--- config.mk ---
export PLATFORM = sky130hd
export DESIGN_NAME = protection_reaction_sequencer
export DESIGN_NICKNAME = d
export VERILOG_FILES = /design/src/protection_pkg.sv /design/src/period_divider.sv /design/src/protection_reaction_sequencer.sv
export VERILOG_INCLUDE_DIRS = /design/src
export SDC_FILE = /design/constraint.sdc
export NUM_CORES = 1
export LEC_CHECK = 0
export BUFFER_PORTS_ARGS = -buffer_cell sky130_fd_sc_hd__buf_2
export CAP_MARGIN = 15
export CORE_MARGIN = 8
export CORE_UTILIZATION = 62
export DETAILED_ROUTE_END_ITERATION = 8
export PLACE_DENSITY_LB_ADDON = 0.08
export SKIP_CTS_REPAIR_TIMING = 1
export SYNTH_ARGS = -nofsm -noshare
export SYNTH_HDL_FRONTEND = slang
export SYNTH_SLANG_ARGS = --single-unit
--- constraint.sdc ---
create_clock -name i_mclk -period 8.7 [get_ports i_mclk]
set_input_delay 0.435 -clock i_mclk [delete_from_list [all_inputs] [get_ports i_mclk]]
set_output_delay 0.435 -clock i_mclk [all_outputs]
set_load 0.005 [all_outputs]
--- src/protection_params.svh ---
// Purpose: Named constants for the protection reaction sequencer
// Assumes: 20 MHz clock
// Notes:   Times in their own unit, cycle counts derived from them
`ifndef PROTECTION_PARAMS_SVH
`define PROTECTION_PARAMS_SVH
`define CLK_PERIOD_NS        50
`define FIXED_HALF_PERIOD_NS 9823000
`define MS_NS                1000000
`define US_NS                1000
`define US_CYC               (`US_NS / `CLK_PERIOD_NS)
`define OC_BLANK_MIN_NS      100
`define OC_BLANK_MIN_CYC     ((`OC_BLANK_MIN_NS + `CLK_PERIOD_NS - 1) / `CLK_PERIOD_NS)
`define PERIOD_W             18
`define GATE_OFF_DIV         512
`define SUPPLY_SAMPLES       63
`define RESTART_MIN_MS       12'h190
`define RESTART_MAX_MS       12'hFA0
`define FAST_RESTART_MS      12'h190
`define OUV_BLANK_MIN_MS     10'h005
`define OUV_BLANK_MAX_MS     10'h3E8
`define SOVP_MIN_DV          8'hE6
`define SOVP_MAX_DV          8'hF9
`define CODE_NONE            16'h0000
`define CODE_INPUT_UV        16'h0040
`define CODE_MISC            16'h0020
`define CODE_INPUT_OV        16'h0080
`define CODE_OUTPUT_OV       16'h0100
`define CODE_OUTPUT_UV       16'h0200
`define CODE_OVERCURRENT     16'h0400
`define CODE_SUPPLY_UV       16'h0800
`define CODE_SUPPLY_OV       16'h1000
`define CODE_OVERTEMP        16'h2000
`define CODE_FAST_WD         16'h4000
`define CODE_STOP            16'h8000
`endif

--- src/protection_pkg.sv ---
// Purpose: Types of the protection reaction sequencer
// Assumes: Constants come from protection_params.svh
// Notes:   Types only
package protection_pkg;
   typedef enum logic [3:0] {st_recharge, st_prestart, st_startup, st_regulated,
                             st_latched, st_stopped, st_wait, st_discharge} seq_state_t;
   typedef enum logic [1:0] {react_auto, react_fast, react_latch, react_stop} reaction_t;
   typedef struct packed {
      logic input_uv;
      logic input_ov;
      logic output_ov;
      logic output_uv;
      logic overcurrent;
      logic supply_uv;
      logic overtemp;
      logic fast_watchdog;
      logic stop_fault;
      logic misc_fault;
   } faults_t;
   typedef struct packed {
      logic [11:0] restart_delay_ms;
      logic [9:0]  discharge_pulse_width;
      logic [9:0]  output_undervoltage_blanking;
      logic [7:0]  overcurrent_blanking;
      logic [7:0]  supply_ovp_threshold;
      logic        output_overvoltage_reaction_select;
      logic        supply_overvoltage_reaction_select;
      logic        input_overvoltage_enable;
      logic        input_undervoltage_enable;
      logic        debug_halt;
   } config_t;
endpackage : protection_pkg

--- src/period_divider.sv ---
// Purpose: Spreads DIV evenly spaced ticks over one half-sine period
// Assumes: i_period in clock cycles, at least DIV
// Notes:   Fractional accumulator, so spacing averages exactly period/DIV
`timescale 1ns/1ps
`include "protection_params.svh"
module period_divider #(
   parameter int DIV = 512
) (
   input  wire logic                 i_mclk,
   input  wire logic                 i_resetn,
   input  wire logic [`PERIOD_W-1:0] i_period,
   output logic                      o_tick
);
   localparam logic [`PERIOD_W:0] STEP = (`PERIOD_W + 1)'(DIV);
   logic [`PERIOD_W:0] acc_reg;
   logic [`PERIOD_W:0] acc_next;
   logic [`PERIOD_W:0] sum;
   logic               tick_next;

   always_comb begin
      sum = acc_reg + STEP;
      if (sum >= {1'b0, i_period}) begin
         acc_next  = sum - {1'b0, i_period};
         tick_next = 1'b1;
      end else begin
         acc_next  = sum;
         tick_next = 1'b0;
      end
   end

   always_ff @(posedge i_mclk) begin
      if (!i_resetn) begin
         acc_reg <= '0;
         o_tick  <= 1'b0;
      end else begin
         acc_reg <= acc_next;
         o_tick  <= tick_next;
      end
   end
endmodule : period_divider

--- src/protection_reaction_sequencer.sv ---
// Purpose: Reaction sequence after a protection trips in a flyback controller
// Assumes: Trip conditions and supply comparators arrive synchronous to i_mclk
// Notes:   Status code survives auto-restarts; a hardware restart clears it
`timescale 1ns/1ps
`include "protection_params.svh"
module protection_reaction_sequencer #(
   parameter int FIXED_HALF_PERIOD_CYC = `FIXED_HALF_PERIOD_NS / `CLK_PERIOD_NS,
   parameter int MS_TICK_CYCLES        = `MS_NS / `CLK_PERIOD_NS
) (
   input  wire logic                    i_mclk,
   input  wire logic                    i_resetn,
   input  wire logic                    i_line_sync_valid,
   input  wire logic [`PERIOD_W-1:0]    i_line_period,
   input  wire protection_pkg::faults_t i_faults,
   input  wire protection_pkg::config_t i_config,
   input  wire logic [7:0]              i_supply_sample,
   input  wire logic                    i_supply_below_off,
   input  wire logic                    i_supply_below_lower,
   input  wire logic                    i_supply_above_upper,
   input  wire logic                    i_prestart_done,
   input  wire logic                    i_input_above_start_max,
   input  wire logic                    i_input_below_start_min,
   input  wire logic                    i_startup_done,
   output logic                         o_gate_enable,
   output logic                         o_discharge_pulse,
   output logic                         o_hv_startup_enable,
   output logic                         o_hw_restart,
   output logic [15:0]                  o_status_code,
   output protection_pkg::seq_state_t   o_state
);
   localparam logic [`PERIOD_W-1:0] FIXED_PERIOD = `PERIOD_W'(FIXED_HALF_PERIOD_CYC);
   localparam logic [15:0]          MS_LAST      = 16'(MS_TICK_CYCLES - 1);
   localparam logic [7:0]           OC_MIN       = 8'(`OC_BLANK_MIN_CYC);
   localparam logic [15:0]          US_CYC       = 16'(`US_CYC);

   protection_pkg::seq_state_t state_reg;
   protection_pkg::seq_state_t state_next;
   protection_pkg::reaction_t  react;
   logic [`PERIOD_W-1:0] half_period;
   logic                 gate_tick;
   logic                 sample_tick;
   logic [15:0]          ms_cnt_reg;
   logic                 ms_tick;
   logic [11:0]          restart_ms;
   logic [9:0]           ouv_blank;
   logic [7:0]           oc_blank;
   logic [7:0]           sovp_thr;
   logic [7:0]           oc_cnt_reg;
   logic                 oc_trip;
   logic [9:0]           ouv_cnt_reg;
   logic                 ouv_trip;
   logic                 sovp_reg;
   logic                 in_ov;
   logic                 in_uv;
   logic                 active;
   logic                 trip;
   logic                 any_fault;
   logic [15:0]          code;
   logic [11:0]          wait_cnt_reg;
   logic [15:0]          dis_cnt_reg;
   logic                 hv_hold;

   assign o_state = state_reg;

   // Measured line period only once synchronisation holds and it is sane
   always_comb begin
      if (i_line_sync_valid && i_line_period != '0) begin
         half_period = i_line_period;
      end else begin
         half_period = FIXED_PERIOD;
      end
   end

   period_divider #(.DIV(`GATE_OFF_DIV)) u_gate_div (
      .i_mclk   (i_mclk),
      .i_resetn (i_resetn),
      .i_period (half_period),
      .o_tick   (gate_tick)
   );

   period_divider #(.DIV(`SUPPLY_SAMPLES)) u_sample_div (
      .i_mclk   (i_mclk),
      .i_resetn (i_resetn),
      .i_period (half_period),
      .o_tick   (sample_tick)
   );

   always_ff @(posedge i_mclk) begin
      if (!i_resetn || ms_cnt_reg == MS_LAST) begin
         ms_cnt_reg <= '0;
      end else begin
         ms_cnt_reg <= ms_cnt_reg + 16'h0001;
      end
   end
   assign ms_tick = (ms_cnt_reg == MS_LAST);

   // Out-of-range settings are clamped rather than refused
   always_comb begin
      restart_ms = i_config.restart_delay_ms;
      if (restart_ms < `RESTART_MIN_MS) restart_ms = `RESTART_MIN_MS;
      if (restart_ms > `RESTART_MAX_MS) restart_ms = `RESTART_MAX_MS;
      ouv_blank = i_config.output_undervoltage_blanking;
      if (ouv_blank < `OUV_BLANK_MIN_MS) ouv_blank = `OUV_BLANK_MIN_MS;
      if (ouv_blank > `OUV_BLANK_MAX_MS) ouv_blank = `OUV_BLANK_MAX_MS;
      oc_blank = i_config.overcurrent_blanking;
      if (oc_blank < OC_MIN) oc_blank = OC_MIN;
      sovp_thr = i_config.supply_ovp_threshold;
      if (sovp_thr < `SOVP_MIN_DV) sovp_thr = `SOVP_MIN_DV;
      if (sovp_thr > `SOVP_MAX_DV) sovp_thr = `SOVP_MAX_DV;
   end

   assign active = (state_reg == protection_pkg::st_prestart) ||
                   (state_reg == protection_pkg::st_startup) ||
                   (state_reg == protection_pkg::st_regulated);

   always_ff @(posedge i_mclk) begin
      if (!i_resetn || !active || !i_faults.overcurrent) begin
         oc_cnt_reg <= '0;
      end else if (!oc_trip) begin
         oc_cnt_reg <= oc_cnt_reg + 8'h01;
      end
   end
   assign oc_trip = (oc_cnt_reg >= oc_blank);

   always_ff @(posedge i_mclk) begin
      if (!i_resetn || state_reg != protection_pkg::st_regulated || !i_faults.output_uv) begin
         ouv_cnt_reg <= '0;
      end else if (ms_tick && !ouv_trip) begin
         ouv_cnt_reg <= ouv_cnt_reg + 10'h001;
      end
   end
   assign ouv_trip = (ouv_cnt_reg >= ouv_blank);

   // Stale samples are dropped outside the running states
   always_ff @(posedge i_mclk) begin
      if (!i_resetn || !active) begin
         sovp_reg <= 1'b0;
      end else if (sample_tick) begin
         sovp_reg <= (i_supply_sample > sovp_thr);
      end
   end

   assign in_ov = i_config.input_overvoltage_enable && (i_faults.input_ov ||
                  (state_reg == protection_pkg::st_prestart && i_prestart_done && i_input_above_start_max));
   assign in_uv = i_config.input_undervoltage_enable && (i_faults.input_uv ||
                  (state_reg == protection_pkg::st_prestart && i_prestart_done && i_input_below_start_min));

   // Fixed priority picks one winner when several trip together
   always_comb begin
      any_fault = 1'b1;
      code      = `CODE_NONE;
      react     = protection_pkg::react_auto;
      if (i_faults.stop_fault) begin
         code  = `CODE_STOP;
         react = protection_pkg::react_stop;
      end else if (sovp_reg) begin
         code  = `CODE_SUPPLY_OV;
         react = i_config.supply_overvoltage_reaction_select ?
                 protection_pkg::react_latch : protection_pkg::react_auto;
      end else if (i_faults.output_ov) begin
         code  = `CODE_OUTPUT_OV;
         react = i_config.output_overvoltage_reaction_select ?
                 protection_pkg::react_latch : protection_pkg::react_auto;
      end else if (oc_trip) begin
         code = `CODE_OVERCURRENT;
      end else if (i_faults.overtemp) begin
         code = `CODE_OVERTEMP;
      end else if (in_ov) begin
         code = `CODE_INPUT_OV;
      end else if (in_uv) begin
         code = `CODE_INPUT_UV;
      end else if (ouv_trip) begin
         code = `CODE_OUTPUT_UV;
      end else if (i_faults.supply_uv) begin
         code = `CODE_SUPPLY_UV;
      end else if (i_faults.fast_watchdog) begin
         code  = `CODE_FAST_WD;
         react = protection_pkg::react_fast;
      end else if (i_faults.misc_fault) begin
         code = `CODE_MISC;
      end else begin
         any_fault = 1'b0;
      end
      if (i_config.debug_halt) begin
         react = protection_pkg::react_stop;
      end
   end

   assign trip = active && any_fault;

   always_comb begin
      state_next = state_reg;
      unique case (state_reg)
         protection_pkg::st_recharge: begin
            if (!i_supply_below_lower) state_next = protection_pkg::st_prestart;
         end
         protection_pkg::st_prestart: begin
            if (i_prestart_done) state_next = protection_pkg::st_startup;
         end
         protection_pkg::st_startup: begin
            if (i_startup_done) state_next = protection_pkg::st_regulated;
         end
         protection_pkg::st_regulated: begin
            state_next = protection_pkg::st_regulated;
         end
         protection_pkg::st_latched, protection_pkg::st_stopped: begin
            if (i_supply_below_off) state_next = protection_pkg::st_recharge;
         end
         protection_pkg::st_wait: begin
            if (wait_cnt_reg == '0) state_next = protection_pkg::st_discharge;
         end
         protection_pkg::st_discharge: begin
            if (dis_cnt_reg <= 16'h0001) state_next = protection_pkg::st_recharge;
         end
         default: state_next = protection_pkg::st_recharge;
      endcase
      if (trip) begin
         unique case (react)
            protection_pkg::react_latch: state_next = protection_pkg::st_latched;
            protection_pkg::react_stop:  state_next = protection_pkg::st_stopped;
            protection_pkg::react_auto,
            protection_pkg::react_fast:  state_next = protection_pkg::st_wait;
         endcase
      end
   end

   always_ff @(posedge i_mclk) begin
      if (!i_resetn) begin
         state_reg <= protection_pkg::st_recharge;
      end else begin
         state_reg <= state_next;
      end
   end

   // Gate follows the next state, so it drops at the edge after the trip
   always_ff @(posedge i_mclk) begin
      if (!i_resetn) begin
         o_gate_enable <= 1'b0;
      end else begin
         o_gate_enable <= (state_next == protection_pkg::st_prestart) ||
                          (state_next == protection_pkg::st_startup) ||
                          (state_next == protection_pkg::st_regulated);
      end
   end

   always_ff @(posedge i_mclk) begin
      if (!i_resetn) begin
         wait_cnt_reg <= '0;
      end else if (trip) begin
         wait_cnt_reg <= (react == protection_pkg::react_fast) ? `FAST_RESTART_MS : restart_ms;
      end else if (state_reg == protection_pkg::st_wait && ms_tick && wait_cnt_reg != '0) begin
         wait_cnt_reg <= wait_cnt_reg - 12'h001;
      end
   end

   always_ff @(posedge i_mclk) begin
      if (!i_resetn) begin
         dis_cnt_reg       <= '0;
         o_discharge_pulse <= 1'b0;
      end else if (state_reg == protection_pkg::st_wait && state_next == protection_pkg::st_discharge) begin
         dis_cnt_reg       <= 16'({6'h00, i_config.discharge_pulse_width} * US_CYC);
         o_discharge_pulse <= (i_config.discharge_pulse_width != '0);
      end else if (state_next == protection_pkg::st_discharge) begin
         dis_cnt_reg <= dis_cnt_reg - 16'h0001;
      end else begin
         dis_cnt_reg       <= '0;
         o_discharge_pulse <= 1'b0;
      end
   end

   // Startup cell runs as a hysteresis loop while latched, waiting, discharging or recharging, but not when stopped
   assign hv_hold = (state_reg == protection_pkg::st_latched) || (state_reg == protection_pkg::st_wait) ||
                    (state_reg == protection_pkg::st_discharge) || (state_reg == protection_pkg::st_recharge);

   always_ff @(posedge i_mclk) begin
      if (!i_resetn || !hv_hold) begin
         o_hv_startup_enable <= 1'b0;
      end else if (i_supply_below_lower) begin
         o_hv_startup_enable <= 1'b1;
      end else if (i_supply_above_upper) begin
         o_hv_startup_enable <= 1'b0;
      end
   end

   always_ff @(posedge i_mclk) begin
      if (!i_resetn) begin
         o_hw_restart <= 1'b0;
      end else begin
         o_hw_restart <= (state_reg == protection_pkg::st_latched || state_reg == protection_pkg::st_stopped) &&
                         i_supply_below_off;
      end
   end

   // The code of the winning trip is kept until the next trip or a hardware restart
   always_ff @(posedge i_mclk) begin
      if (!i_resetn || o_hw_restart) begin
         o_status_code <= `CODE_NONE;
      end else if (trip) begin
         o_status_code <= code;
      end
   end
endmodule : protection_reaction_sequencer

==> results.sh <==
export IMPL_route_detailed_vias_per_inst=5.999
export IMPL_postPlaceCellArea_um2=8203
export IMPL_slew_viol_final=0
export IMPL_timing_slew_headroom_pct=31.95
export IMPL_drc=0
export IMPL_holdWs_ns=0.3294
export IMPL_cp_start_kind="register"
export IMPL_num_antenna_cells=0
export IMPL_track_usage_pct=22.25
export IMPL_crit_path_end_kind="register"
export IMPL_wl_met3_mm=1.261
export IMPL_row_count=40
export IMPL_seqCellArea_um2=2042
export IMPL_synthTopCellsByCount="102 x dfxtp_1, 95 x nor2_1, 72 x a21oi_1"
export IMPL_status="finished clean"
export IMPL_fin_cells=1202
export IMPL_worst_pin_slew_ns=1.013
export IMPL_synth_ff_type="dfxtp_1"
export IMPL_fp_dieArea_um2=16000
export IMPL_fillCellCount=1047
export IMPL_required_ns=8.96
export IMPL_yosys_register_bits=102
export IMPL_grt_max_degree=30
export IMPL_place_ws_ns=4.171
export IMPL_synthArstFlopShare_pct=0
export IMPL_synth_area_leader_cell="dfxtp_1"
export IMPL_synth_avg_cell_area_um2=7.949
export IMPL_hold_viol=0
export IMPL_met2WireLength_mm=8.363
export IMPL_period_minus_slack_ns=3.982
export IMPL_crit_fanout=9
export IMPL_m1WireLength_mm=8.742
export IMPL_largest_reg_flops=19
export IMPL_slowest_stage="o311ai_0"
export IMPL_nets=1221
export IMPL_syn_inst=952
export IMPL_finalWirelength_mm=18.49
export IMPL_dp_hpwl_mm=14.40
export IMPL_ir_drop_v=0.0001126
export IMPL_vias=7211
export IMPL_fp_coreArea_um2=11960
export IMPL_synth_edf_count=0
export IMPL_drive_gt1_share_pct=15.17
export IMPL_clk_latency_ns=0.34
export IMPL_setup_violations=0
export IMPL_routabilityCongestion=0.8664
export IMPL_p_leak_nw=3.706
export IMPL_synth_area_leaders="dfxtp_1 27%, ha_1 11%, a21oi_1 4.8%"
export IMPL_drtAntennaViolNets=0
export IMPL_start_util_pct=63.26
export IMPL_cts_reportedPaths_clkPinSlew_ns=0.07
export IMPL_fmax_ghz=0.2511
export IMPL_finalWorstSetupSlack_ns=4.718
export IMPL_crit_type="register to register"
export IMPL_dp_cells=1188
export IMPL_utilization_pct=70.75
export IMPL_yosysSeqAreaShare_pct=26.98
export IMPL_cp_cell_sequence="or3_1, o311ai_0, nor2_1, xor2_1, ha_1, and3_1, nand3_1, a211oi_1, o311ai_0, a21oi_1, a2111o_1, a21oi_1"
export IMPL_grt_ovfl_total=0
export IMPL_synth_top_area_share_pct=26.98
export IMPL_die_h_um=126.5
export IMPL_wl_per_cell_um=15.39
export IMPL_clockBufferDepth=2
export IMPL_final_period_utilization_pct=45.77
export IMPL_cts_buffers=9
export IMPL_synth_distinct_cells=78
export IMPL_grt_pass1_wl_mm=30.47
export IMPL_io_buffers=117
export IMPL_drtPass1Iterations=5
export IMPL_synth_most_common_cell="dfxtp_1"
export IMPL_skew_ns=0.007319
export IMPL_drv_cap=0
export IMPL_syn_cell_area_um2=7567
export IMPL_drtIter0Drc=554
export IMPL_cellPowerDensity_nw_per_um2=148.6
export IMPL_hold_class="input port to register"
export IMPL_tns_ns=0
export IMPL_ys_warn_count=0
export IMPL_cp_arrival_ns=4.24
export IMPL_top_layer_used="met4"
export IMPL_cts_tree="built"
export IMPL_h_tree_depth=3
export IMPL_rrSetupSlack_ns=4.72
export IMPL_post_route_cell_area_um2=8463
export IMPL_io_pins=123
export IMPL_multiInputGateArea_um2=5200
export IMPL_finalPower_mw=1.257
export IMPL_clkSinkCount=102
export IMPL_grt_pass1_vias=6563
export IMPL_rsz0062_at_grt="false"
export IMPL_area_growth_pct=11.84
export IMPL_die_w_um=126.5
export IMPL_root_buffer="clkbuf_16"
export IMPL_cpPeakStageDelay_ns=0.68
export IMPL_antenna_found_initial=0
## worst max-delay path: cells and delay by family (launching register included)
kind | cells | cell delay (ns)
compound gates | 6 | 1.99
simple gates | 4 | 0.92
fa+ha+maj | 1 | 0.36
flops | 1 | 0.35
xor+xnor | 1 | 0.28
## final cells by class
| cell class | instances | share of cell area [%] |
|---|---|---|
| Sequential cell | 102 | 24.13 |
| Clock inverter | 4 | 0.3253 |
| Tap cell | 147 | 2.173 |
| Inverter | 43 | 1.907 |
| Timing Repair Buffer | 122 | 7.363 |
| Clock buffer | 9 | 2.661 |
| Multi-Input combinational cell | 775 | 61.44 |
## layer usage
metal / GRT usage [%] / vias up
met5: 0 / -
met4: 4.034 / 0
met3: 4.441 / 14
met2: 36.35 / 200
met1: 29.90 / 3315
li1: - / 3682
## where the power goes
part | internal [mW] | switching, mW | leakage (nW)
combinational | 0.165 | 0.224 | 2.75
sequential | 0.487 | 0.0217 | 0.826
clock | 0.189 | 0.170 | 0.127
total | 0.841 | 0.416 | 3.71
## final timing paths
kind	cells after the start	startpoint	to
min reg2reg	2	o_status_code[12]	o_status_code[12]
max reg2reg	12	u_sample_div.acc_reg[2]	u_sample_div.acc_reg[18]
min	3	i_config[31]	dis_cnt_reg[2]
max	12	u_sample_div.acc_reg[2]	u_sample_div.acc_reg[18]
## cells by family after synthesis
family          Yosys count  share of synthesized area [%]
xor+xnor                 72                          8.333
simple gates            381                          26.09
compound gates          234                          20.65
other cells               1                        0.04956
mux                      10                          1.339
buf+inv                  83                          4.944
fa+ha+maj                69                          11.61
flops                   102                          26.98
## cell usage in the layout, fill, tap and decap left out, drive strengths merged, types with 5 or more instances in the layout
cell type	count
a211oi	11
a31oi	7
nor2b	14
o21ai	46
o21a	14
clkbuf	9
or3	7
and2	9
o31ai	7
buf	122
o22ai	12
or4	9
o41ai	5
o311ai	5
inv	43
nor3	33
nand2	66
conb	9
nand4	22
nor2	95
a2111oi	5
dfxtp	102
nand2b	10
a21oi	72
nor4b	6
xor2	34
and3	20
ha	67
a21o	15
nand3	57
xnor2	38
nor4	13
mux2i	9
(Power assumes the default switching activity.)
